## src/tprm_params.svh

```systemverilog
// Offsets, field positions, codes and timing for the parameter report block
`ifndef TPRM_PARAMS_SVH
`define TPRM_PARAMS_SVH

// Register byte offsets
`define TPRM_OFS_CTRL 8'h00
`define TPRM_OFS_LINECFG 8'h04
`define TPRM_OFS_MODE 8'h08
`define TPRM_OFS_MARGIN 8'h0C
`define TPRM_OFS_CURSOR 8'h10
`define TPRM_OFS_SAVED 8'h14
`define TPRM_OFS_WIDTH 8'h18

// Field positions
`define TPRM_CTRL_SETUP 0
`define TPRM_LCFG_PAR_EN 0
`define TPRM_LCFG_PAR_ODD 1
`define TPRM_LCFG_BITS8 2
`define TPRM_LCFG_XSPD 4
`define TPRM_LCFG_RSPD 8
`define TPRM_LCFG_FLAGS 12

// Reset values
`define TPRM_CTRL_RST 32'h0000_0000
`define TPRM_LCFG_RST 32'h0000_0000

// Characters
`define TPRM_CH_ESC 8'h1B
`define TPRM_CH_CSI 8'h5B
`define TPRM_CH_HASH 8'h23
`define TPRM_CH_SEMI 8'h3B
`define TPRM_CH_PRIV 8'h3F
`define TPRM_CH_ZERO 8'h30
`define TPRM_CH_NINE 8'h39
`define TPRM_CH_SAVE 8'h37
`define TPRM_CH_REQ 8'h78
`define TPRM_CH_MARG 8'h72
`define TPRM_CH_SETM 8'h68
`define TPRM_CH_RSTM 8'h6C
`define TPRM_CH_SWL 8'h35
`define TPRM_CH_DHT 8'h33
`define TPRM_CH_DHB 8'h34
`define TPRM_CH_DWL 8'h36
`define TPRM_CH_FINLO 8'h40
`define TPRM_CH_FINHI 8'h7E

// Report codes
`define TPRM_SOL_UNSOL 8'h02
`define TPRM_SOL_ONREQ 8'h03
`define TPRM_PAR_NONE 8'h01
`define TPRM_PAR_ODD 8'h04
`define TPRM_PAR_EVEN 8'h05
`define TPRM_NB_8 8'h01
`define TPRM_NB_7 8'h02
`define TPRM_CLKMUL 8'h01

// Private mode numbers
`define TPRM_MODE_SMOOTH 8'h04
`define TPRM_MODE_REVERSE 8'h05
`define TPRM_MODE_ORIGIN 8'h06

// Timing
`define TPRM_CLK_HZ 250000000
`define TPRM_SMOOTH_LPS 6
`define TPRM_SMOOTH_CYC \
    ((`TPRM_CLK_HZ + `TPRM_SMOOTH_LPS - 1) / `TPRM_SMOOTH_LPS)

`endif

```

## src/tprm_pkg.sv

```systemverilog
// Types shared by the parameter report block
package tprm_pkg;
    typedef enum logic [1:0] {P_IDLE, P_ESC, P_CSI, P_HASH} tprm_parse_e;
    typedef enum logic [2:0] {
        R_IDLE, R_ESC, R_BRK, R_DIG, R_SEP, R_DONE
    } tprm_rpt_e;
    typedef logic [7:0] tprm_byte_t;
    typedef tprm_byte_t [6:0] tprm_fields_t;
endpackage

```

## src/tprm_report_if.sv

```systemverilog
// Start, busy and field values between interpreter and report sender
`timescale 1ns/1ps
interface tprm_report_if;
    logic start;
    logic busy;
    tprm_pkg::tprm_fields_t fields;
    modport src (output start, output fields, input busy);
    modport gen (input start, input fields, output busy);
endinterface

```

## src/tprm_report_gen.sv

```systemverilog
// Serialises one parameter report as decimal text bytes
`timescale 1ns/1ps
module tprm_report_gen (
    // Clock and reset
    input wire logic clock,
    input wire logic rst_n,
    // Request side
    tprm_report_if.gen rpt,
    // Byte stream to the host
    output logic tx_valid,
    output tprm_pkg::tprm_byte_t tx_data,
    input wire logic tx_ready
);
    import tprm_pkg::*;
    `include "tprm_params.svh"

    tprm_rpt_e state;
    tprm_fields_t fld;
    logic [2:0] fi;
    logic [1:0] dsel;
    logic busy;

    function automatic logic [1:0] first_dig(input tprm_byte_t v);
        first_dig = (v >= 8'd100) ? 2'd0 : ((v >= 8'd10) ? 2'd1 : 2'd2);
    endfunction

    function automatic tprm_byte_t dig_char(input tprm_byte_t v,
                                            input logic [1:0] d);
        tprm_byte_t r;
        r = (d == 2'd0) ? v / 8'd100 :
            ((d == 2'd1) ? (v / 8'd10) % 8'd10 : v % 8'd10);
        dig_char = r + `TPRM_CH_ZERO;
    endfunction

    wire adv = !tx_valid || tx_ready;
    wire last_fld = (fi == 3'd6);
    wire [2:0] fi_nxt = fi + 3'd1;
    wire tprm_byte_t cur_v = fld[fi];
    wire tprm_byte_t nxt_v = fld[fi_nxt];

    assign rpt.busy = busy;

    always_ff @(posedge clock or negedge rst_n) begin
        if (!rst_n) begin
            state <= R_IDLE;
            fld <= '0;
            fi <= 3'd0;
            dsel <= 2'd0;
            busy <= 1'b0;
            tx_valid <= 1'b0;
            tx_data <= 8'h00;
        end else begin
            case (state)
                R_IDLE: begin
                    if (rpt.start) begin
                        fld <= rpt.fields;
                        busy <= 1'b1;
                        state <= R_ESC;
                    end
                end
                R_ESC: begin
                    if (adv) begin
                        tx_valid <= 1'b1;
                        tx_data <= `TPRM_CH_ESC;
                        state <= R_BRK;
                    end
                end
                R_BRK: begin
                    if (adv) begin
                        tx_data <= `TPRM_CH_CSI;
                        fi <= 3'd0;
                        dsel <= first_dig(fld[0]);
                        state <= R_DIG;
                    end
                end
                R_DIG: begin
                    if (adv) begin
                        tx_data <= dig_char(cur_v, dsel);
                        dsel <= dsel + 2'd1;
                        if (dsel == 2'd2) begin
                            state <= R_SEP;
                        end
                    end
                end
                R_SEP: begin
                    if (adv) begin
                        tx_data <= last_fld ? `TPRM_CH_REQ : `TPRM_CH_SEMI;
                        if (last_fld) begin
                            state <= R_DONE;
                        end else begin
                            fi <= fi_nxt;
                            dsel <= first_dig(nxt_v);
                            state <= R_DIG;
                        end
                    end
                end
                R_DONE: begin
                    if (tx_ready) begin
                        tx_valid <= 1'b0;
                        busy <= 1'b0;
                        state <= R_IDLE;
                    end
                end
                default: begin
                    state <= R_IDLE;
                end
            endcase
        end
    end
endmodule

```

## src/tprm_top.sv

```systemverilog
// Escape interpreter: parameter reports, margins, modes, cursor save
`timescale 1ns/1ps
`include "tprm_params.svh"
// Summary of operation
// - Request with code zero or none also allows unsolicited reports.
// - With unsolicited allowed, report whenever setup mode is left.
// - Request with code 1 limits reports to answers on request.
// - Reports carry code 2 when unsolicited allowed, else code 3.
// - Parity field: 1 none, 4 odd, 5 even.
// - Length field: 1 for eight bits, 2 for seven bits.
// - Multiplier field is 1; speeds are codes 0 to 120 by eight.
// - Every parameter request with code 0, 1 or none is answered with one report.
// - After reset no unsolicited reports until a request with code zero or none.
// - Cursor save stores position, attributes and character set.
// - Jump scroll when reset; smooth at most six lines per second set.
// - Polarity reset white on black; set black on white.
// - Margin sequence: first top, second bottom; missing means full screen.
// - Scroll region at least two lines: top below bottom.
// - Accepted new margins send the cursor home.
// - Single width sequence makes cursor line normal; cursor stays.
// - Every newly created line starts single width and height.
// - Home is top left of screen, or of margins in origin mode.
module tprm_top #(
    parameter int ROWS = 24,
    parameter int SMOOTH_CYC = `TPRM_SMOOTH_CYC
) (
    // Clock and reset
    input wire logic clock,
    input wire logic rstn,
    // AXI4-Lite register slave
    input wire logic [7:0] s_axi_awaddr,
    input wire logic s_axi_awvalid,
    output logic s_axi_awready,
    input wire logic [31:0] s_axi_wdata,
    input wire logic [3:0] s_axi_wstrb,
    input wire logic s_axi_wvalid,
    output logic s_axi_wready,
    output logic [1:0] s_axi_bresp,
    output logic s_axi_bvalid,
    input wire logic s_axi_bready,
    input wire logic [7:0] s_axi_araddr,
    input wire logic s_axi_arvalid,
    output logic s_axi_arready,
    output logic [31:0] s_axi_rdata,
    output logic [1:0] s_axi_rresp,
    output logic s_axi_rvalid,
    input wire logic s_axi_rready,
    // Bytes received from the host
    input wire tprm_pkg::tprm_byte_t rx_data,
    input wire logic rx_valid,
    output logic rx_ready,
    // Bytes sent to the host
    output tprm_pkg::tprm_byte_t tx_data,
    output logic tx_valid,
    input wire logic tx_ready,
    // Display state from and to the rest of the terminal
    input wire logic [3:0] char_attr,
    input wire logic [1:0] char_set,
    input wire logic scroll_req,
    input wire logic line_new,
    input wire logic [7:0] line_new_row,
    output logic scroll_go,
    output logic smooth_scroll,
    output logic screen_reverse,
    output logic origin_mode,
    output logic [7:0] cursor_row,
    output logic [7:0] cursor_col
);
    import tprm_pkg::*;

    localparam logic [7:0] ROWS_B = 8'(ROWS);
    localparam logic [31:0] GAP_RELOAD = 32'(SMOOTH_CYC - 1);
    logic [1:0] rst_sync;
    wire rst_n = rst_sync[1];
    always_ff @(posedge clock or negedge rstn) begin
        if (!rstn) begin
            rst_sync <= 2'b00;
        end else begin
            rst_sync <= {rst_sync[0], 1'b1};
        end
    end

    function automatic logic [31:0] merge(input logic [31:0] old,
                                          input logic [31:0] d,
                                          input logic [3:0] s);
        for (int b = 0; b < 4; b++) begin
            old[8*b +: 8] = s[b] ? d[8*b +: 8] : old[8*b +: 8];
        end
        merge = old;
    endfunction

    // AXI4-Lite slave
    logic aw_full, w_full;
    logic [7:0] aw_addr;
    logic [31:0] w_data;
    logic [3:0] w_strb;
    logic [31:0] ctrl, linecfg;
    logic [ROWS-1:0] dwidth;
    logic [7:0] top_m, bot_m, sv_row, sv_col;
    logic [3:0] sv_attr;
    logic [1:0] sv_set;
    logic unsol_en;

    wire aw_take = s_axi_awvalid && s_axi_awready;
    wire w_take = s_axi_wvalid && s_axi_wready;
    wire ar_take = s_axi_arvalid && s_axi_arready;
    wire do_wr = aw_full && w_full && !s_axi_bvalid;
    wire next_aw_full = (aw_full && !do_wr) || aw_take;
    wire next_w_full = (w_full && !do_wr) || w_take;
    wire next_bvalid = (s_axi_bvalid && !s_axi_bready) || do_wr;
    wire next_rvalid = (s_axi_rvalid && !s_axi_rready) || ar_take;
    wire wr_ctrl = do_wr && aw_addr == `TPRM_OFS_CTRL;
    wire wr_lcfg = do_wr && aw_addr == `TPRM_OFS_LINECFG;
    wire wr_curs = do_wr && aw_addr == `TPRM_OFS_CURSOR;
    wire wr_ro = aw_addr == `TPRM_OFS_MODE || aw_addr == `TPRM_OFS_MARGIN ||
                 aw_addr == `TPRM_OFS_SAVED || aw_addr == `TPRM_OFS_WIDTH;
    wire wr_ok = wr_ctrl || wr_lcfg || wr_curs || wr_ro;
    wire [31:0] curs_word = {16'h0000, cursor_col, cursor_row};
    wire [31:0] curs_new = merge(curs_word, w_data, w_strb);
    wire [31:0] mode_word = {28'h0000000, unsol_en, origin_mode,
                             screen_reverse, smooth_scroll};
    wire [31:0] rd_mux =
        s_axi_araddr == `TPRM_OFS_CTRL ? ctrl :
        s_axi_araddr == `TPRM_OFS_LINECFG ? linecfg :
        s_axi_araddr == `TPRM_OFS_MODE ? mode_word :
        s_axi_araddr == `TPRM_OFS_MARGIN ? {16'h0000, bot_m, top_m} :
        s_axi_araddr == `TPRM_OFS_CURSOR ? curs_word :
        s_axi_araddr == `TPRM_OFS_SAVED ?
            {10'h000, sv_set, sv_attr, sv_col, sv_row} :
        s_axi_araddr == `TPRM_OFS_WIDTH ? 32'(dwidth) : 32'h0000_0000;
    wire rd_ok = rd_mux != 32'h0 || s_axi_araddr <= `TPRM_OFS_WIDTH &&
                 s_axi_araddr[1:0] == 2'b00;

    always_ff @(posedge clock or negedge rst_n) begin
        if (!rst_n) begin
            {aw_full, w_full, s_axi_bvalid, s_axi_rvalid} <= 4'h0;
            {s_axi_awready, s_axi_wready, s_axi_arready} <= 3'b111;
            {aw_addr, w_data, w_strb} <= '0;
            {s_axi_bresp, s_axi_rresp, s_axi_rdata} <= '0;
            ctrl <= `TPRM_CTRL_RST;
            linecfg <= `TPRM_LCFG_RST;
        end else begin
            aw_full <= next_aw_full;
            w_full <= next_w_full;
            s_axi_bvalid <= next_bvalid;
            s_axi_rvalid <= next_rvalid;
            s_axi_awready <= !next_aw_full && !next_bvalid;
            s_axi_wready <= !next_w_full && !next_bvalid;
            s_axi_arready <= !next_rvalid;
            if (aw_take) aw_addr <= s_axi_awaddr;
            if (w_take) {w_data, w_strb} <= {s_axi_wdata, s_axi_wstrb};
            if (do_wr) s_axi_bresp <= wr_ok ? 2'b00 : 2'b10;
            if (ar_take) begin
                s_axi_rdata <= rd_mux;
                s_axi_rresp <= rd_ok ? 2'b00 : 2'b10;
            end
            if (wr_ctrl) ctrl <= merge(ctrl, w_data, w_strb);
            if (wr_lcfg) linecfg <= merge(linecfg, w_data, w_strb);
        end
    end

    // Escape sequence parser
    tprm_parse_e pst;
    logic [7:0] p0, p1;
    logic have0, have1, priv, pidx, pover;

    function automatic logic [7:0] acc(input logic [7:0] p,
                                       input logic [7:0] ch);
        logic [15:0] s;
        s = 16'(p) * 16'd10 + 16'(ch - `TPRM_CH_ZERO);
        acc = (s > 16'd255) ? 8'hFF : s[7:0];
    endfunction

    function automatic logic mode_hit(input logic [7:0] a, input logic ha,
                                      input logic [7:0] b, input logic hb,
                                      input logic [7:0] n);
        mode_hit = (ha && a == n) || (hb && b == n);
    endfunction

    wire rx_take = rx_valid && rx_ready;
    wire is_dig = rx_data >= `TPRM_CH_ZERO && rx_data <= `TPRM_CH_NINE;
    wire is_fin = rx_data >= `TPRM_CH_FINLO && rx_data <= `TPRM_CH_FINHI;
    wire csi_fin = rx_take && pst == P_CSI && is_fin;
    wire [7:0] sol = have0 ? p0 : 8'h00;
    wire req_x = csi_fin && !priv && rx_data == `TPRM_CH_REQ &&
                 sol <= 8'h01;
    wire do_marg = csi_fin && !priv && rx_data == `TPRM_CH_MARG;
    wire m_set = csi_fin && priv && rx_data == `TPRM_CH_SETM;
    wire m_clr = csi_fin && priv && rx_data == `TPRM_CH_RSTM;
    wire m_any = m_set || m_clr;
    wire hit_sm = mode_hit(p0, have0, p1, have1, `TPRM_MODE_SMOOTH);
    wire hit_rv = mode_hit(p0, have0, p1, have1, `TPRM_MODE_REVERSE);
    wire hit_or = mode_hit(p0, have0, p1, have1, `TPRM_MODE_ORIGIN);
    wire do_save = rx_take && pst == P_ESC && rx_data == `TPRM_CH_SAVE;
    wire in_hash = rx_take && pst == P_HASH;
    wire do_swl = in_hash && rx_data == `TPRM_CH_SWL;
    wire do_dwl = in_hash && (rx_data == `TPRM_CH_DHT ||
                  rx_data == `TPRM_CH_DHB || rx_data == `TPRM_CH_DWL);

    always_ff @(posedge clock or negedge rst_n) begin
        if (!rst_n) begin
            pst <= P_IDLE;
            {p0, p1, have0, have1, priv, pidx, pover} <= '0;
        end else if (rx_take) begin
            case (pst)
                P_IDLE: pst <= (rx_data == `TPRM_CH_ESC) ? P_ESC : P_IDLE;
                P_ESC: begin
                    {p0, p1, have0, have1, priv, pidx, pover} <= '0;
                    pst <= rx_data == `TPRM_CH_CSI ? P_CSI :
                           rx_data == `TPRM_CH_HASH ? P_HASH :
                           rx_data == `TPRM_CH_ESC ? P_ESC : P_IDLE;
                end
                P_CSI: begin
                    if (rx_data == `TPRM_CH_ESC || is_fin) begin
                        pst <= rx_data == `TPRM_CH_ESC ? P_ESC : P_IDLE;
                    end else if (rx_data == `TPRM_CH_PRIV) begin
                        priv <= 1'b1;
                    end else if (rx_data == `TPRM_CH_SEMI) begin
                        pover <= pidx;
                        pidx <= 1'b1;
                    end else if (is_dig && !pover && !pidx) begin
                        p0 <= acc(p0, rx_data);
                        have0 <= 1'b1;
                    end else if (is_dig && !pover) begin
                        p1 <= acc(p1, rx_data);
                        have1 <= 1'b1;
                    end
                end
                P_HASH: pst <= (rx_data == `TPRM_CH_ESC) ? P_ESC : P_IDLE;
                default: pst <= P_IDLE;
            endcase
        end
    end

    // Margins, modes and cursor
    wire [7:0] top_v = (have0 && p0 != 8'h00) ? p0 : 8'h01;
    wire [7:0] bot_v = (have1 && p1 != 8'h00) ? p1 : ROWS_B;
    wire marg_ok = top_v < bot_v && bot_v <= ROWS_B;
    wire next_origin = m_any && hit_or ? m_set : origin_mode;
    wire [7:0] next_top = do_marg && marg_ok ? top_v : top_m;
    wire go_home = (do_marg && marg_ok) || (m_any && hit_or);
    wire [7:0] home_row = next_origin ? next_top : 8'h01;

    always_ff @(posedge clock or negedge rst_n) begin
        if (!rst_n) begin
            {smooth_scroll, screen_reverse, origin_mode} <= 3'b000;
            top_m <= 8'h01;
            bot_m <= ROWS_B;
            cursor_row <= 8'h01;
            cursor_col <= 8'h01;
            {sv_row, sv_col, sv_attr, sv_set} <= {8'h01, 8'h01, 6'h00};
        end else begin
            if (m_any && hit_sm) smooth_scroll <= m_set;
            if (m_any && hit_rv) screen_reverse <= m_set;
            origin_mode <= next_origin;
            if (do_marg && marg_ok) begin
                top_m <= top_v;
                bot_m <= bot_v;
            end
            if (go_home) begin
                cursor_row <= home_row;
                cursor_col <= 8'h01;
            end else if (wr_curs) begin
                cursor_row <= curs_new[7:0];
                cursor_col <= curs_new[15:8];
            end
            if (do_save) begin
                sv_row <= cursor_row;
                sv_col <= cursor_col;
                sv_attr <= char_attr;
                sv_set <= char_set;
            end
        end
    end

    // Line width flags; cursor is left where it is
    genvar gi;
    generate
        for (gi = 0; gi < ROWS; gi++) begin : g_line
            wire at_cur = cursor_row == 8'(gi + 1);
            wire fresh = line_new && line_new_row == 8'(gi + 1);
            always_ff @(posedge clock or negedge rst_n) begin
                if (!rst_n) begin
                    dwidth[gi] <= 1'b0;
                end else if (fresh || (do_swl && at_cur)) begin
                    dwidth[gi] <= 1'b0;
                end else if (do_dwl && at_cur) begin
                    dwidth[gi] <= 1'b1;
                end
            end
        end
    endgenerate

    // Scroll pacing
    logic scroll_wait;
    logic [31:0] gap;
    wire next_go = scroll_wait && (!smooth_scroll || gap == 32'h0);

    always_ff @(posedge clock or negedge rst_n) begin
        if (!rst_n) begin
            {scroll_wait, scroll_go} <= 2'b00;
            gap <= 32'h0;
        end else begin
            scroll_go <= next_go;
            scroll_wait <= scroll_req || (scroll_wait && !next_go);
            if (next_go) begin
                gap <= GAP_RELOAD;
            end else if (gap != 32'h0) begin
                gap <= gap - 32'h1;
            end
        end
    end

    // Report requests
    tprm_report_if rpt ();
    logic req_pend, unsol_pend, setup_prev;
    wire setup_now = ctrl[`TPRM_CTRL_SETUP];
    wire setup_exit = setup_prev && !setup_now;
    wire start_req = req_pend && !rpt.busy;
    wire start_uns = unsol_pend && !req_pend && !rpt.busy;
    wire next_rx_ready = !(req_pend || rpt.busy) && !req_x;

    assign rpt.start = start_req || start_uns;
    assign rpt.fields = {
        linecfg[`TPRM_LCFG_FLAGS +: 4] & 8'h0F,
        `TPRM_CLKMUL,
        {1'b0, linecfg[`TPRM_LCFG_RSPD +: 4], 3'b000},
        {1'b0, linecfg[`TPRM_LCFG_XSPD +: 4], 3'b000},
        linecfg[`TPRM_LCFG_BITS8] ? `TPRM_NB_8 : `TPRM_NB_7,
        !linecfg[`TPRM_LCFG_PAR_EN] ? `TPRM_PAR_NONE :
            linecfg[`TPRM_LCFG_PAR_ODD] ? `TPRM_PAR_ODD : `TPRM_PAR_EVEN,
        (start_uns || unsol_en) ? `TPRM_SOL_UNSOL : `TPRM_SOL_ONREQ
    };

    always_ff @(posedge clock or negedge rst_n) begin
        if (!rst_n) begin
            {req_pend, unsol_pend, unsol_en, setup_prev} <= 4'h0;
            rx_ready <= 1'b0;
        end else begin
            setup_prev <= setup_now;
            rx_ready <= next_rx_ready;
            if (req_x) unsol_en <= (sol == 8'h00);
            req_pend <= req_x || (req_pend && !start_req);
            unsol_pend <= (setup_exit && unsol_en) ||
                          (unsol_pend && !start_uns && unsol_en);
        end
    end

    tprm_report_gen u_gen (
        .clock(clock),
        .rst_n(rst_n),
        .rpt(rpt),
        .tx_valid(tx_valid),
        .tx_data(tx_data),
        .tx_ready(tx_ready)
    );
endmodule

```

## config.mk

```make
export PLATFORM = sky130hd
export DESIGN_NAME = tprm_top
export DESIGN_NICKNAME = d
export VERILOG_FILES = /design/src/tprm_pkg.sv /design/src/tprm_report_if.sv /design/src/tprm_report_gen.sv /design/src/tprm_top.sv
export VERILOG_INCLUDE_DIRS = /design/src /design/src/src
export SDC_FILE = /design/constraint.sdc
export NUM_CORES = 1
export LEC_CHECK = 0
export BUFFER_PORTS_ARGS = -buffer_cell sky130_fd_sc_hd__clkbuf_2
export CORE_ASPECT_RATIO = 0.8
export CORE_MARGIN = 1.5
export CORE_UTILIZATION = 44
export DETAILED_ROUTE_END_ITERATION = 10
export SLEW_MARGIN = 20
export SYNTH_ARGS = -nofsm -noshare
export SYNTH_HDL_FRONTEND = slang
export SYNTH_SLANG_ARGS = --single-unit
```

## constraint.sdc

```tcl
create_clock -name clock -period 9.1 [get_ports clock]
set_input_delay 0 -clock clock [delete_from_list [all_inputs] [get_ports clock]]
set_output_delay 0 -clock clock [all_outputs]
set_load 0.01 [all_outputs]
```

==> run summary, run 1 <==
Via count of the routed design - 14870
Class of the most critical setup path - flip-flop to flip-flop
Overall die height - 185.1 µm
Maximum buffer depth of the clock tree - 3
First-pass GRT wire length - 78560 µm
Instance count of the mapped netlist - 1841
Number of endpoints failing setup at the final stage - 0
Post-layout minimum cycle time - 5.299 ns
Remaining routing DRC violations - 0
Total global-route track usage - 0.2293
FMAX - 188.7 MHz
Leading cell type in the layout, fill and taps excluded - sky130_fd_sc_hd__dfrtp_1
Power density over cell area - 175.4 mW/mm²
Avg Inst Size Synth - 9.911 µm²
Overall die area - 0.04271 mm²
Final sum of negative setup slack - 0 ns
Part of the power in the clock network - 0.401
I/O Pins - 156
Internal Dissipation - 2.757 mW
R2R Path End - u_gen.tx_data[7]$_DFFE_PN0P_
Final HPWL DP - 34830 µm
Worst setup EP type - flip-flop
Async SR Flop Fraction - 1.000
Classification of the worst-slack hold path - input pin to flip-flop
Transition time at the pin with the least slew margin - 1.036 ns
Number of standard cells in the final layout excluding fillers - 2620
Total Wirelength - 48730 µm
Effective utilization at floorplan - 0.4473
Area growth from synthesis to layout - 17.57%
Largest fanout of any net on the critical path - 29
Number of antenna violations at the first check in global routing - 0
Sequential share of power - 0.480
Max-slew headroom at the worst pin - 0.3053
Leakage dissipation - 10.02 nW
Register bit count reported by yosys - 330
H-Tree Level Count - 2
Hold Startpoint - rx_data[5]
Largest net degree at the start of global routing - 157
Combinational group share of total power - 0.120
Arrival time at the worst endpoint - 5.71 ns
WHS Endpoint - have0$_DFFE_PN0P_
Number of nets in the final layout - 2220
Number of cells traversed by the worst hold path - 5
Peak supply drop - 0.1101 mV
Count of flip-flops with a built-in enable after synthesis - 0
Number of setup buffers added after CTS - 0
Top flip-flop cell by instance count after synthesis - sky130_fd_sc_hd__dfrtp_1
Count of port buffers added during placement - 153
Number of pins exceeding their max-slew limit in the final report - 0
Post-synth top area share - 0.4389
R2r startpoint - u_gen.fi[0]$_DFFE_PN0P_
Leftover overflow at the end of global routing - 0
CTS tree - yes
RSZ-0062 raised after global routing - no
Worst path required time - 9.51 ns
Antenna Diode Count - 0
Overall power - 3.762 mW
Share of the clock period used by the worst path after layout - 0.5823
Row count - 66
Critical path launch point type - flip-flop
Via count of the first global-routing pass - 14290
Placer's final routability congestion estimate - 0.8908
Synth warn - 0
Post-route ant nets - 0
Number of buffers added by the clock tree synthesis step - 36
Most used cells in the layout excluding fill and tap cells - 319 x sky130_fd_sc_hd__dfrtp_1, 245 x sky130_fd_sc_hd__nand2_1, 153 x sky130_fd_sc_hd__clkbuf_2
Switching Fraction - 0.2671
Per-cell routed wire length - 18.60 µm
Synthesized cell area - 0.01825 mm²
Sequential element share of the synthesized area - 0.4533
Hold Worst Slack - 0.03863 ns
DR pass1 iterations - 5
Number of different library cells in the post-synthesis netlist - 94
Iter 0 DRT Violations - 1115
Worst-Skew Late Latency - 0.55 ns
Dominant cells by area after synthesis - sky130_fd_sc_hd__dfrtp_1 44%, sky130_fd_sc_hd__mux2_2 8.5%, sky130_fd_sc_hd__ha_1 5.7%
Cell count after placement - 2478
Hold Vio Cnt, Final - 0
Status - complete, no violations
Root buffer selected by CTS - sky130_fd_sc_hd__clkbuf_16
Net switching power of the design - 1.005 mW
Via density - 5.676
Total placed instance area - 0.01948 mm²
Fraction of final layout cells with drive strength greater than 1 - 0.1951
Number of maximum-capacitance violations - 0
Area of all placed cells without fillers - 0.02145 mm²
Post-CTS clock slew at the launch and capture registers of the worst setup and hold paths - 0.06 ns
Floorplan die width - 230.7 µm
Standard cell core area - 0.04079 mm²
Worst Clk Skew - 0.02008 ns
Area leader, netlist - sky130_fd_sc_hd__dfrtp_1
Register-to-Register Setup Slack - 3.80 ns
Total number of clock tree sinks - 330
R2r worst-path depth - 21
[layout make-up]
type                       count  area, µm²
clock inverter                13      153.9
fill                        3737      19340
inverter                      64      245.2
timing repair buffer         240       1625
sequential                   330       8274
tap                          544      680.7
clock buffer                  53       1056
multi-input combinational   1376       9417
[power groups by stage]
stage | combinational [mW] | sequential, mW | clock [mW]
after global routing | 0.499 | 1.83 | 1.61
after floorplan | 0.285 | 1.78 | 0
after global placement | 0.414 | 1.82 | 0
final | 0.451 | 1.80 | 1.51
after detailed placement | 0.426 | 1.83 | 0
after CTS | 0.453 | 1.80 | 1.54
[sequential cells by signal, indices dropped and copies added, names as in the netlist, 18 cells and up]
register     flops
ctrl            32
dwidth          24
gap             32
linecfg         32
s_axi_rdata     32
u_gen.fld       18
w_data          32
[worst max-delay path, cell delays in order, from the launching register on]
cell and delay (ns):
sky130_fd_sc_hd__dfrtp_1 0.81, sky130_fd_sc_hd__nand4b_1 0.22, sky130_fd_sc_hd__nand2_1 0.41, sky130_fd_sc_hd__nand2_1 0.16
sky130_fd_sc_hd__inv_1 0.08, sky130_fd_sc_hd__ha_1 0.15, sky130_fd_sc_hd__nand3_1 0.14, sky130_fd_sc_hd__o211ai_1 0.32
sky130_fd_sc_hd__nand2_1 0.16, sky130_fd_sc_hd__ha_1 0.33, sky130_fd_sc_hd__and3_1 0.17, sky130_fd_sc_hd__o211ai_1 0.08
sky130_fd_sc_hd__o31a_1 0.21, sky130_fd_sc_hd__nand4_1 0.23, sky130_fd_sc_hd__nor3_1 0.38, sky130_fd_sc_hd__ha_1 0.22
sky130_fd_sc_hd__nor2_1 0.05, sky130_fd_sc_hd__o21ai_0 0.21, sky130_fd_sc_hd__xor2_1 0.17, sky130_fd_sc_hd__nor3b_1 0.07
sky130_fd_sc_hd__a311oi_2 0.24, sky130_fd_sc_hd__mux2_1 0.34
[stage by stage]
| stage | setup slack, ns | util |
|---|---|---|
| 6_report | 3.801 | 0.5259 |
| 5_1_grt | 3.275 | 0.5259 |
| 2_1_floorplan | 3.714 | - |
| 3_5_place_dp | 3.831 | 0.4775 |
| 4_1_cts | 3.822 | 0.5258 |
| 3_3_place_gp | 3.978 | 0.4772 |
[synth_stat cells, types with 5 or more instances]
library cell,number
sky130_fd_sc_hd__mux2i_1,29
sky130_fd_sc_hd__nand3b_1,5
sky130_fd_sc_hd__a221oi_1,29
sky130_fd_sc_hd__o22ai_1,8
sky130_fd_sc_hd__mux2_1,5
sky130_fd_sc_hd__ha_1,83
sky130_fd_sc_hd__o21a_1,7
sky130_fd_sc_hd__nand2_1,247
sky130_fd_sc_hd__nand4b_1,5
sky130_fd_sc_hd__o21bai_1,14
sky130_fd_sc_hd__or4_1,11
sky130_fd_sc_hd__o21ai_0,135
sky130_fd_sc_hd__nor3b_1,13
sky130_fd_sc_hd__nor3_1,36
sky130_fd_sc_hd__mux2_2,138
sky130_fd_sc_hd__a32oi_1,5
sky130_fd_sc_hd__o211ai_1,10
sky130_fd_sc_hd__and3_1,7
sky130_fd_sc_hd__dfrtp_1,320
sky130_fd_sc_hd__a22o_1,7
sky130_fd_sc_hd__buf_6,7
sky130_fd_sc_hd__nand3_1,24
sky130_fd_sc_hd__or3_1,14
sky130_fd_sc_hd__clkbuf_1,54
sky130_fd_sc_hd__and4b_1,5
sky130_fd_sc_hd__a22oi_1,29
sky130_fd_sc_hd__nor2b_1,23
sky130_fd_sc_hd__xor2_1,9
sky130_fd_sc_hd__dfstp_2,10
sky130_fd_sc_hd__o21ai_1,5
sky130_fd_sc_hd__a21o_1,20
sky130_fd_sc_hd__a21oi_1,109
sky130_fd_sc_hd__o31ai_1,10
sky130_fd_sc_hd__nand2b_1,13
sky130_fd_sc_hd__nor4_1,11
sky130_fd_sc_hd__nor2_1,128
sky130_fd_sc_hd__inv_1,61
sky130_fd_sc_hd__nand4_1,23
sky130_fd_sc_hd__xnor2_1,40
sky130_fd_sc_hd__a31oi_1,15
sky130_fd_sc_hd__and2_1,19
[how the worst max path moves through the flow]
stage / startpoint / end / slack, ns / depth (start not counted)
2_1_floorplan: rst_sync[1]$_DFF_PN0_ / aw_addr[0]$_DFFE_PN0P_ / 3.71 / 0
3_3_place_gp: u_gen.fi[1]$_DFFE_PN0P_ / u_gen.tx_data[7]$_DFFE_PN0P_ / 3.98 / 18
3_5_place_dp: u_gen.fi[0]$_DFFE_PN0P_ / u_gen.tx_data[7]$_DFFE_PN0P_ / 3.83 / 21
4_1_cts: u_gen.fi[0]$_DFFE_PN0P_ / u_gen.tx_data[7]$_DFFE_PN0P_ / 3.82 / 21
5_1_grt: u_gen.fi[0]$_DFFE_PN0P_ / u_gen.tx_data[5]$_DFFE_PN0P_ / 3.28 / 21
6_report: u_gen.fi[0]$_DFFE_PN0P_ / u_gen.tx_data[7]$_DFFE_PN0P_ / 3.80 / 21
[kinds of logic after synthesis]
| group | Yosys count | share of synthesized area |
|---|---|---|
| simple gates | 608 | 0.1616 |
| compound gates | 456 | 0.1627 |
| flops | 330 | 0.4533 |
| mux | 173 | 0.1050 |
| buf+inv | 136 | 0.03223 |
| fa+ha+maj | 87 | 0.06130 |
| xor+xnor | 49 | 0.02352 |
| other cells | 2 | 0.0004116 |
[per-layer routing]
metal	vias up	GRT usage	share of wire
li1	7087	-	-
met1	7300	0.3289	0.46
met2	424	0.3613	0.46
met3	60	0.04002	0.059
met4	0	0.05307	0.016
met5	-	0	0
[timing repair]
item	in CTS	in global routing
hold buffers	76	0
endpoints found under the hold margin	89	0
resized for setup	0	0
No activity file was read; power rests on OpenSTA's default activity.
==> run 2: changes to the inputs <==
--- a/config.mk
+++ b/config.mk
@@ -6,6 +6,7 @@
 export SDC_FILE = /design/constraint.sdc
 export NUM_CORES = 1
 export LEC_CHECK = 0
+export ABC_AREA = 1
 export BUFFER_PORTS_ARGS = -buffer_cell sky130_fd_sc_hd__clkbuf_2
 export CORE_ASPECT_RATIO = 0.8
 export CORE_MARGIN = 1.5
==> constraint.sdc (replaced) <==
create_clock -name clock -period 4.5 [get_ports clock]
set_input_delay 0 -clock clock [delete_from_list [all_inputs] [get_ports clock]]
set_output_delay 0 -clock clock [all_outputs]
set_load 0.01 [all_outputs]
==> run 2 against run 1 <==
- worst hold slack got worse by 0.0047 ns
- synthesized area up 2.1%
- flip-flop and latch count unchanged
- via count increased by 11%
- non-clock buffer count grew 15
- global-route usage grew 1.9 points
- critical path type unchanged
- largest cell class unchanged
==> run summary, run 2 <==
Status - complete, no violations (unchanged)
Classification of the worst-slack hold path - input pin to flip-flop (unchanged)
Share of the clock period used by the worst path after layout - 0.9228 (was 0.5823)
Leakage dissipation - 10.97 nW (was 10.02 nW)
Most used cells in the layout excluding fill and tap cells - 446 x sky130_fd_sc_hd__nand2_1, 327 x sky130_fd_sc_hd__inv_1, 319 x sky130_fd_sc_hd__dfrtp_1 (was 319 x sky130_fd_sc_hd__dfrtp_1, 245 x sky130_fd_sc_hd__nand2_1, 153 x sky130_fd_sc_hd__clkbuf_2)
H-Tree Level Count - 2 (unchanged)
Maximum buffer depth of the clock tree - 3 (unchanged)
Xor and xnor area share after synthesis - 0.01303 (was 0.02352)
Async SR Flop Fraction - 1.000 (unchanged)
Area leader, netlist - sky130_fd_sc_hd__dfrtp_1 (unchanged)
Worst path required time - 4.91 ns (was 9.51 ns)
I/O Pins - 156 (unchanged)
Sequential cell area - 0.008274 mm² (unchanged)
Final HPWL DP - 39640 µm (was 34830 µm)
First-pass GRT wire length - 86220 µm (was 78560 µm)
Count of port buffers added during placement - 153 (unchanged)
DR pass1 iterations - 5 (unchanged)
Worst-Skew Late Latency - 0.54 ns (was 0.55 ns)
Worst Clk Skew - 0.02634 ns (was 0.02008 ns)
Top flip-flop cell by instance count after synthesis - sky130_fd_sc_hd__dfrtp_1 (unchanged)
Sequential element share of the synthesized area - 0.4440 (was 0.4533)
Via count of the first global-routing pass - 16050 (was 14290)
Number of antenna violations at the first check in global routing - 0 (unchanged)
Slowest library cell on the worst path - sky130_fd_sc_hd__dfrtp_1 (unchanged)
Per-cell routed wire length - 17.03 µm (was 18.60 µm)
Number of nets in the final layout - 2700 (was 2220)
Worst setup EP type - flip-flop (unchanged)
Number of different library cells in the post-synthesis netlist - 72 (was 94)
Root buffer selected by CTS - sky130_fd_sc_hd__clkbuf_16 (unchanged)
Hold Vio Cnt, Final - 0 (unchanged)
Floorplan die width - 233.0 µm (was 230.7 µm)
Register bit count reported by yosys - 330 (unchanged)
Leading cell type in the layout, fill and taps excluded - sky130_fd_sc_hd__nand2_1 (was sky130_fd_sc_hd__dfrtp_1)
Number of buffers added by the clock tree synthesis step - 36 (unchanged)
Share of synthesized area spent on multiplexers - 0.03325 (was 0.1050)
Iter 0 DRT Violations - 1198 (was 1115)
Total Wirelength - 52960 µm (was 48730 µm)
Largest stage delay on the critical path - 0.40 ns (was 0.81 ns)
Critical path launch point type - flip-flop (unchanged)
End-of-flow core utilization - 0.5303 (was 0.5259)
Post-route ant nets - 0 (unchanged)
Peak supply drop - 0.3262 mV (was 0.1101 mV)
Number of buffers and inverters on the critical path - 5 (was 1)
Total number of clock tree sinks - 330 (unchanged)
Number of pins exceeding their max-slew limit in the final report - 0 (unchanged)
Total placed instance area - 0.02009 mm² (was 0.01948 mm²)
Post-synth top area share - 0.4299 (was 0.4389)
Synthesized cell area - 0.01863 mm² (was 0.01825 mm²)
Overall die area - 0.04359 mm² (was 0.04271 mm²)
Area of all placed cells without fillers - 0.02218 mm² (was 0.02145 mm²)
Largest delay contributor family on the critical path - simple AND/OR/NAND/NOR gates (unchanged)
Worst Slack Setup Final - 0.3474 ns (was 3.801 ns)
Dominant cells by area after synthesis - sky130_fd_sc_hd__dfrtp_1 43%, sky130_fd_sc_hd__nand2_1 9.0%, sky130_fd_sc_hd__inv_1 6.6% (was sky130_fd_sc_hd__dfrtp_1 44%, sky130_fd_sc_hd__mux2_2 8.5%, sky130_fd_sc_hd__ha_1 5.7%)
Compound-Gate Fraction of Synth Area - 0.1595 (was 0.1627)
Synth warn - 0 (unchanged)
Class of the most critical setup path - flip-flop to flip-flop (unchanged)
Post-layout minimum cycle time - 4.153 ns (was 5.299 ns)
Adder-cell area share of the yosys netlist - 0.06005 (was 0.06130)
Number of endpoints failing setup at the final stage - 0 (unchanged)
Worst slack at placement - 0.1763 ns (was 3.831 ns)
Area growth from synthesis to layout - 19.09% (was 17.57%)
Overall die height - 187.0 µm (was 185.1 µm)
Largest net degree at the start of global routing - 70 (was 157)
Effective utilization at floorplan - 0.4453 (was 0.4473)
Hold Worst Slack - 0.03397 ns (was 0.03863 ns)
Remaining routing DRC violations - 0 (unchanged)
Post-Synth Simple-Gate Area - 0.2102 (was 0.1616)
Cell count after placement - 2961 (was 2478)
Standard cell core area - 0.04183 mm² (was 0.04079 mm²)
Largest family of logic cells by synthesized area - simple AND/OR/NAND/NOR gates (was compound AO/OA/AOI/OAI gates)
Avg Inst Size Synth - 8.145 µm² (was 9.911 µm²)
Number of maximum-capacitance violations - 0 (unchanged)
Fraction of final layout cells with drive strength greater than 1 - 0.1487 (was 0.1951)
Area taken by multi-input logic gates - 0.008934 mm² (was 0.009417 mm²)
Placer's final routability congestion estimate - 0.8569 (was 0.8908)
Row count - 67 (was 66)
Count of flip-flops with a built-in enable after synthesis - 0 (unchanged)
Leftover overflow at the end of global routing - 0 (unchanged)
Total global-route track usage - 0.2479 (was 0.2293)
Filler Cells Inserted - 3992 (was 3737)
Transition time at the pin with the least slew margin - 0.9844 ns (was 1.036 ns)
Via density - 5.329 (was 5.676)
Post-CTS clock slew at the launch and capture registers of the worst setup and hold paths - 0.07 ns (was 0.06 ns)
Commonest cells in the netlist - 448 x sky130_fd_sc_hd__nand2_1, 329 x sky130_fd_sc_hd__inv_1, 320 x sky130_fd_sc_hd__dfrtp_1 (was 320 x sky130_fd_sc_hd__dfrtp_1, 247 x sky130_fd_sc_hd__nand2_1, 138 x sky130_fd_sc_hd__mux2_2)
FMAX - 240.8 MHz (was 188.7 MHz)
Via count of the routed design - 16570 (was 14870)
Overall power - 12.27 mW (was 3.762 mW)
Instance count of the mapped netlist - 2287 (was 1841)
Number of standard cells in the final layout excluding fillers - 3109 (was 2620)
Largest fanout of any net on the critical path - 7 (was 29)
Most frequent cell after synthesis - sky130_fd_sc_hd__nand2_1 (was sky130_fd_sc_hd__dfrtp_1)
CTS tree - yes (unchanged)
Max-slew headroom at the worst pin - 0.3437 (was 0.3053)
Arrival time at the worst endpoint - 4.56 ns (was 5.71 ns)
Power density over cell area - 552.9 mW/mm² (was 175.4 mW/mm²)
Final sum of negative setup slack - 0 ns (unchanged)
[run 2: changes by cell type after synthesis, moves of 23 or more]
cell / change
sky130_fd_sc_hd__nand2_1: +201
sky130_fd_sc_hd__nand3_1: +39
sky130_fd_sc_hd__mux2i_1: -29
sky130_fd_sc_hd__o21ai_0: +32
sky130_fd_sc_hd__nor2_1: +150
sky130_fd_sc_hd__inv_1: +268
sky130_fd_sc_hd__mux2_2: -83
sky130_fd_sc_hd__nor2b_1: -23
sky130_fd_sc_hd__xnor2_1: -30
[run 2: kinds of logic (layout without fill, tap and decap cells)]
family                   count (synthesis)  in the layout
XOR/XNOR                                26             26
adder cells (fa/ha/maj)                 87             87
AO/OA/AOI/OAI                          479            479
other                                    2              4
AND/OR/NAND/NOR                        918            918
flip-flops                             330            330
buffers and inverters                  390            658
multiplexers                            55             55
[run 2: cell type report]
type	count	area share
flip-flops and latches	330	0.3730
multi-input cells	1568	0.4027
well taps	552	0.03113
diodes	1	0.0001128
repair buffers	255	0.07953
clock buffers	49	0.04732
clock inverters	17	0.009137
inverters	337	0.05708
[run 2: layer usage]
metal / wire, µm / track usage / part of all wire / up-vias
met5: 0 / 0 / 0 / -
met4: 1166 / 0.06402 / 0.022 / 0
met3: 3372 / 0.04771 / 0.064 / 77
met2: 22950 / 0.3674 / 0.43 / 446
met1: 25470 / 0.3698 / 0.48 / 7952
li1: - / - / - / 8094
[run 2: worst min-delay path, stage by stage]
cell                       delay, ns
sky130_fd_sc_hd__clkbuf_2       0.09
sky130_fd_sc_hd__nor4_1         0.04
sky130_fd_sc_hd__inv_1          0.06
sky130_fd_sc_hd__nor2_1         0.10
sky130_fd_sc_hd__a211oi_1       0.23
[run 2: worst paths after layout]
| check | cells after the start | from | end | slack (ns) |
|---|---|---|---|---|
| min reg2reg | 0 | rst_sync[0]$_DFF_PN0_ | rst_sync[1]$_DFF_PN0_ | 0.35 |
| max | 29 | u_gen.dsel[1]$_DFFE_PN0P_ | u_gen.tx_data[6]$_DFFE_PN0P_ | 0.35 |
| min | 5 | line_new_row[6] | dwidth[3]$_DFFE_PN0P_ | 0.03 |
| max reg2reg | 29 | u_gen.dsel[1]$_DFFE_PN0P_ | u_gen.tx_data[6]$_DFFE_PN0P_ | 0.35 |
| min in group asynchronous | 3 | rstn | rst_sync[1]$_DFF_PN0_ | 0.32 |
| max in group asynchronous | 1 | rst_sync[1]$_DFF_PN0_ | s_axi_arready$_DFF_PN1_ | 2.97 |
[run 2: repair_timing]
action | in CTS | in global routing
gates resized for setup | 0 | 9
hold buffers | 78 | 0
endpoints found under the setup margin | 0 | 2
endpoints found under the hold margin | 91 | 0
buffers inserted | 0 | 3
[run 2: power by group]
group	internal, mW	leakage (nW)	switching [mW]	total (mW)
clock	1.83	0.610	1.29	3.11
combinational	1.92	6.29	3.09	5.00
sequential	3.57	4.07	0.578	4.15
total	7.31	11.0	4.95	12.3
==> run 3: changes to the inputs <==
--- a/config.mk
+++ b/config.mk
@@ -12,6 +12,7 @@
 export CORE_MARGIN = 1.5
 export CORE_UTILIZATION = 44
 export DETAILED_ROUTE_END_ITERATION = 10
+export MAX_ROUTING_LAYER = met4
 export SLEW_MARGIN = 20
 export SYNTH_ARGS = -nofsm -noshare
 export SYNTH_HDL_FRONTEND = slang
==> run 3 against run 2 <==
- first-iteration DRC count down 0.25%
- sequential power is essentially flat
- worst hold slack lost 0.0042 ns
- fmax rose by 0.97%
- core utilization rose by 0.21 points
- flip-flop and latch count unchanged
- setup slack improved by 0.040 ns
- final area grew 0.39%
- critical path depth is 4 higher
- combinational power is essentially flat
- die area unchanged
- critical path type unchanged
- critical endpoint unchanged
==> run summary, run 3 (synthesis gave the netlist of run 2 again) <==
Effective utilization at floorplan - 0.4453 (unchanged)
Hold Worst Slack - 0.02974 ns (was 0.03397 ns)
Cell count after placement - 2960 (was 2961)
Fraction of final layout cells with drive strength greater than 1 - 0.1496 (was 0.1487)
Leakage dissipation - 11.01 nW (was 10.97 nW)
Row count - 67 (unchanged)
DR pass1 iterations - 5 (unchanged)
Hold Startpoint - line_new_row[6] (unchanged)
Worst path required time - 4.92 ns (was 4.91 ns)
Net switching power of the design - 4.958 mW (was 4.951 mW)
Number of nets in the final layout - 2704 (was 2700)
Number of antenna violations at the first check in global routing - 0 (unchanged)
Remaining routing DRC violations - 0 (unchanged)
GRT met2 Usage - 0.3641 (was 0.3674)
Slowest library cell on the worst path - sky130_fd_sc_hd__dfrtp_1 (unchanged)
Filler Cells Inserted - 3977 (was 3992)
Classification of the worst-slack hold path - input pin to flip-flop (unchanged)
Sequential share of power - 0.335 (was 0.338)
R2r worst-path depth - 33 (was 29)
Total number of clock tree sinks - 330 (unchanged)
Overall die height - 187.0 µm (unchanged)
Per-cell routed wire length - 16.76 µm (was 17.03 µm)
Leftover overflow at the end of global routing - 0 (unchanged)
Number of pins exceeding their max-slew limit in the final report - 0 (unchanged)
Part of the power in the clock network - 0.259 (was 0.254)
FMAX - 243.2 MHz (was 240.8 MHz)
Number of cells traversed by the worst hold path - 5 (unchanged)
Final HPWL DP - 38980 µm (was 39640 µm)
Peak supply drop - 0.2992 mV (was 0.3262 mV)
Placer's final routability congestion estimate - 0.8545 (was 0.8569)
Max-slew headroom at the worst pin - 0.3748 (was 0.3437)
Post-route ant nets - 0 (unchanged)
Number of endpoints failing setup at the final stage - 0 (unchanged)
Transition time at the pin with the least slew margin - 0.9378 ns (was 0.9844 ns)
Via density - 5.258 (was 5.329)
Worst setup EP type - flip-flop (unchanged)
Switching Fraction - 0.4008 (was 0.4036)
R2R Path End - u_gen.tx_data[6]$_DFFE_PN0P_ (unchanged)
Count of port buffers added during placement - 153 (unchanged)
Standard cell core area - 0.04183 mm² (unchanged)
First-pass GRT wire length - 85100 µm (was 86220 µm)
Area growth from synthesis to layout - 19.56% (was 19.09%)
Arrival time at the worst endpoint - 4.53 ns (was 4.56 ns)
Post-layout minimum cycle time - 4.113 ns (was 4.153 ns)
Largest stage delay on the critical path - 0.43 ns (was 0.40 ns)
I/O Pins - 156 (unchanged)
Post-CTS clock slew at the launch and capture registers of the worst setup and hold paths - 0.06 ns (was 0.07 ns)
Worst slack at placement - 0.2144 ns (was 0.1763 ns)
Critical path launch point type - flip-flop (unchanged)
Largest fanout of any net on the critical path - 5 (was 7)
CTS tree - yes (unchanged)
Worst Clk Skew - 0.03591 ns (was 0.02634 ns)
Status - complete, no violations (unchanged)
Number of buffers added by the clock tree synthesis step - 37 (was 36)
Met1 usage in global routing - 0.3691 (was 0.3698)
Busiest layer in global routing - met1 (unchanged)
Power density over cell area - 555.5 mW/mm² (was 552.9 mW/mm²)
Most used cells in the layout excluding fill and tap cells - 445 x sky130_fd_sc_hd__nand2_1, 327 x sky130_fd_sc_hd__inv_1, 319 x sky130_fd_sc_hd__dfrtp_1 (was 446 x sky130_fd_sc_hd__nand2_1, 327 x sky130_fd_sc_hd__inv_1, 319 x sky130_fd_sc_hd__dfrtp_1)
Maximum buffer depth of the clock tree - 3 (unchanged)
End-of-flow core utilization - 0.5324 (was 0.5303)
Antenna Diode Count - 0 (was 1)
H-Tree Level Count - 2 (unchanged)
Iter 0 DRT Violations - 1195 (was 1198)
Worst-Skew Late Latency - 0.55 ns (was 0.54 ns)
Floorplan die width - 233.0 µm (unchanged)
Largest net degree at the start of global routing - 124 (was 70)
Via count of the first global-routing pass - 15780 (was 16050)
Hold Vio Cnt, Final - 0 (unchanged)
Internal Dissipation - 7.413 mW (was 7.315 mW)
R2r startpoint - u_gen.fi[0]$_DFFE_PN0P_ (was u_gen.dsel[1]$_DFFE_PN0P_)
Total Wirelength - 52150 µm (was 52960 µm)
Register-to-Register Setup Slack - 0.39 ns (was 0.35 ns)
Number of standard cells in the final layout excluding fillers - 3112 (was 3109)
Combinational group share of total power - 0.407 (was 0.408)
Total global-route track usage - 0.2517 (was 0.2479)
Number of maximum-capacitance violations - 0 (unchanged)
Share of the clock period used by the worst path after layout - 0.9139 (was 0.9228)
WHS Endpoint - dwidth[13]$_DFFE_PN0P_ (was dwidth[3]$_DFFE_PN0P_)
GR Layer Usage met3 - 0.04299 (was 0.04771)
Most repeated library cell on the critical path - sky130_fd_sc_hd__nand2_1
Overall die area - 0.04359 mm² (unchanged)
Class of the most critical setup path - flip-flop to flip-flop (unchanged)
Worst Slack Setup Final - 0.3874 ns (was 0.3474 ns)
Via count of the routed design - 16360 (was 16570)
Root buffer selected by CTS - sky130_fd_sc_hd__clkbuf_16 (unchanged)
Leading cell type in the layout, fill and taps excluded - sky130_fd_sc_hd__nand2_1 (unchanged)
==> run 3: changes by cell type in the layout (fill, tap and decap cells not counted), moves of 2 or more <==
cell / previous run / this run
sky130_fd_sc_hd__clkbuf_8: 10 / 8
sky130_fd_sc_hd__clkinv_8: 0 / 2
sky130_fd_sc_hd__clkinvlp_4: 4 / 2
sky130_fd_sc_hd__dlygate4sd3_1: 78 / 80
==> run 3: worst max-delay path, delay by kind of cell (launching register included) <==
kind | cells | cell delay (ns)
AO/OA/AOI/OAI | 2 | 0.20
flip-flops | 1 | 0.43
adder cells (fa/ha/maj) | 4 | 0.77
AND/OR/NAND/NOR | 23 | 2.26
buffers and inverters | 4 | 0.33
==> run 3: what timing repair did <==
item                                   CTS  global route
setup endpoints to repair                0             2
hold buffers                            80             0
endpoints found under the hold margin   92             0
resized for setup                        0            12
buffers inserted                         0             5
==> run 3: area by class of cell <==
cell class / instances / area (µm²) / area share
flip-flops and latches: 330 / 8274 / 0.3715
clock inverters: 19 / 259.0 / 0.01163
inverters: 337 / 1266 / 0.05685
repair buffers: 258 / 1792 / 0.08045
clock buffers: 48 / 1047 / 0.04702
multi-input cells: 1568 / 8942 / 0.4015
well taps: 552 / 690.7 / 0.03101
==> run 3: power by group through the flow <==
| stage | Clock [mW] | Sequential, mW | Combinational, mW |
|---|---|---|---|
| floorplan | 0 | 4.09 | 3.58 |
| global placement | 0 | 4.17 | 4.78 |
| detailed placement | 0 | 4.18 | 4.86 |
| CTS | 3.27 | 4.13 | 4.97 |
| global route | 3.40 | 4.24 | 5.76 |
| finish | 3.20 | 4.14 | 5.03 |
==> run 3: worst max path at each step <==
| stage | end | slack (ns) | start | cells past startpoint |
|---|---|---|---|---|
| 2_1_floorplan | u_gen.tx_data[6]$_DFFE_PN0P_ | 0.57 | u_gen.fi[0]$_DFFE_PN0P_ | 31 |
| 3_3_place_gp | u_gen.tx_data[6]$_DFFE_PN0P_ | 0.38 | u_gen.fi[0]$_DFFE_PN0P_ | 31 |
| 3_5_place_dp | u_gen.tx_data[6]$_DFFE_PN0P_ | 0.21 | u_gen.fi[0]$_DFFE_PN0P_ | 31 |
| 4_1_cts | u_gen.tx_data[6]$_DFFE_PN0P_ | 0.20 | u_gen.fi[0]$_DFFE_PN0P_ | 31 |
| 5_1_grt | u_gen.tx_data[6]$_DFFE_PN0P_ | -0.05 | u_gen.fi[0]$_DFFE_PN0P_ | 34 |
| 6_report | u_gen.tx_data[6]$_DFFE_PN0P_ | 0.39 | u_gen.fi[0]$_DFFE_PN0P_ | 33 |
==> run 3: routing by layer <==
layer / wire length, µm / part of all wire
met1: 25550 / 0.49
met2: 22540 / 0.43
met3: 3056 / 0.059
met4: 1012 / 0.019
met5: 0 / 0
==> run 3: stage by stage <==
stage,total power [mW],cell area (µm²),TNS [ns]
2_1_floorplan,7.665,18640,0
3_3_place_gp,8.950,20080,0
6_report,12.37,22270,0
4_1_cts,12.37,22190,0
3_5_place_dp,9.041,20080,0
5_1_grt,13.40,22270,-0.04927
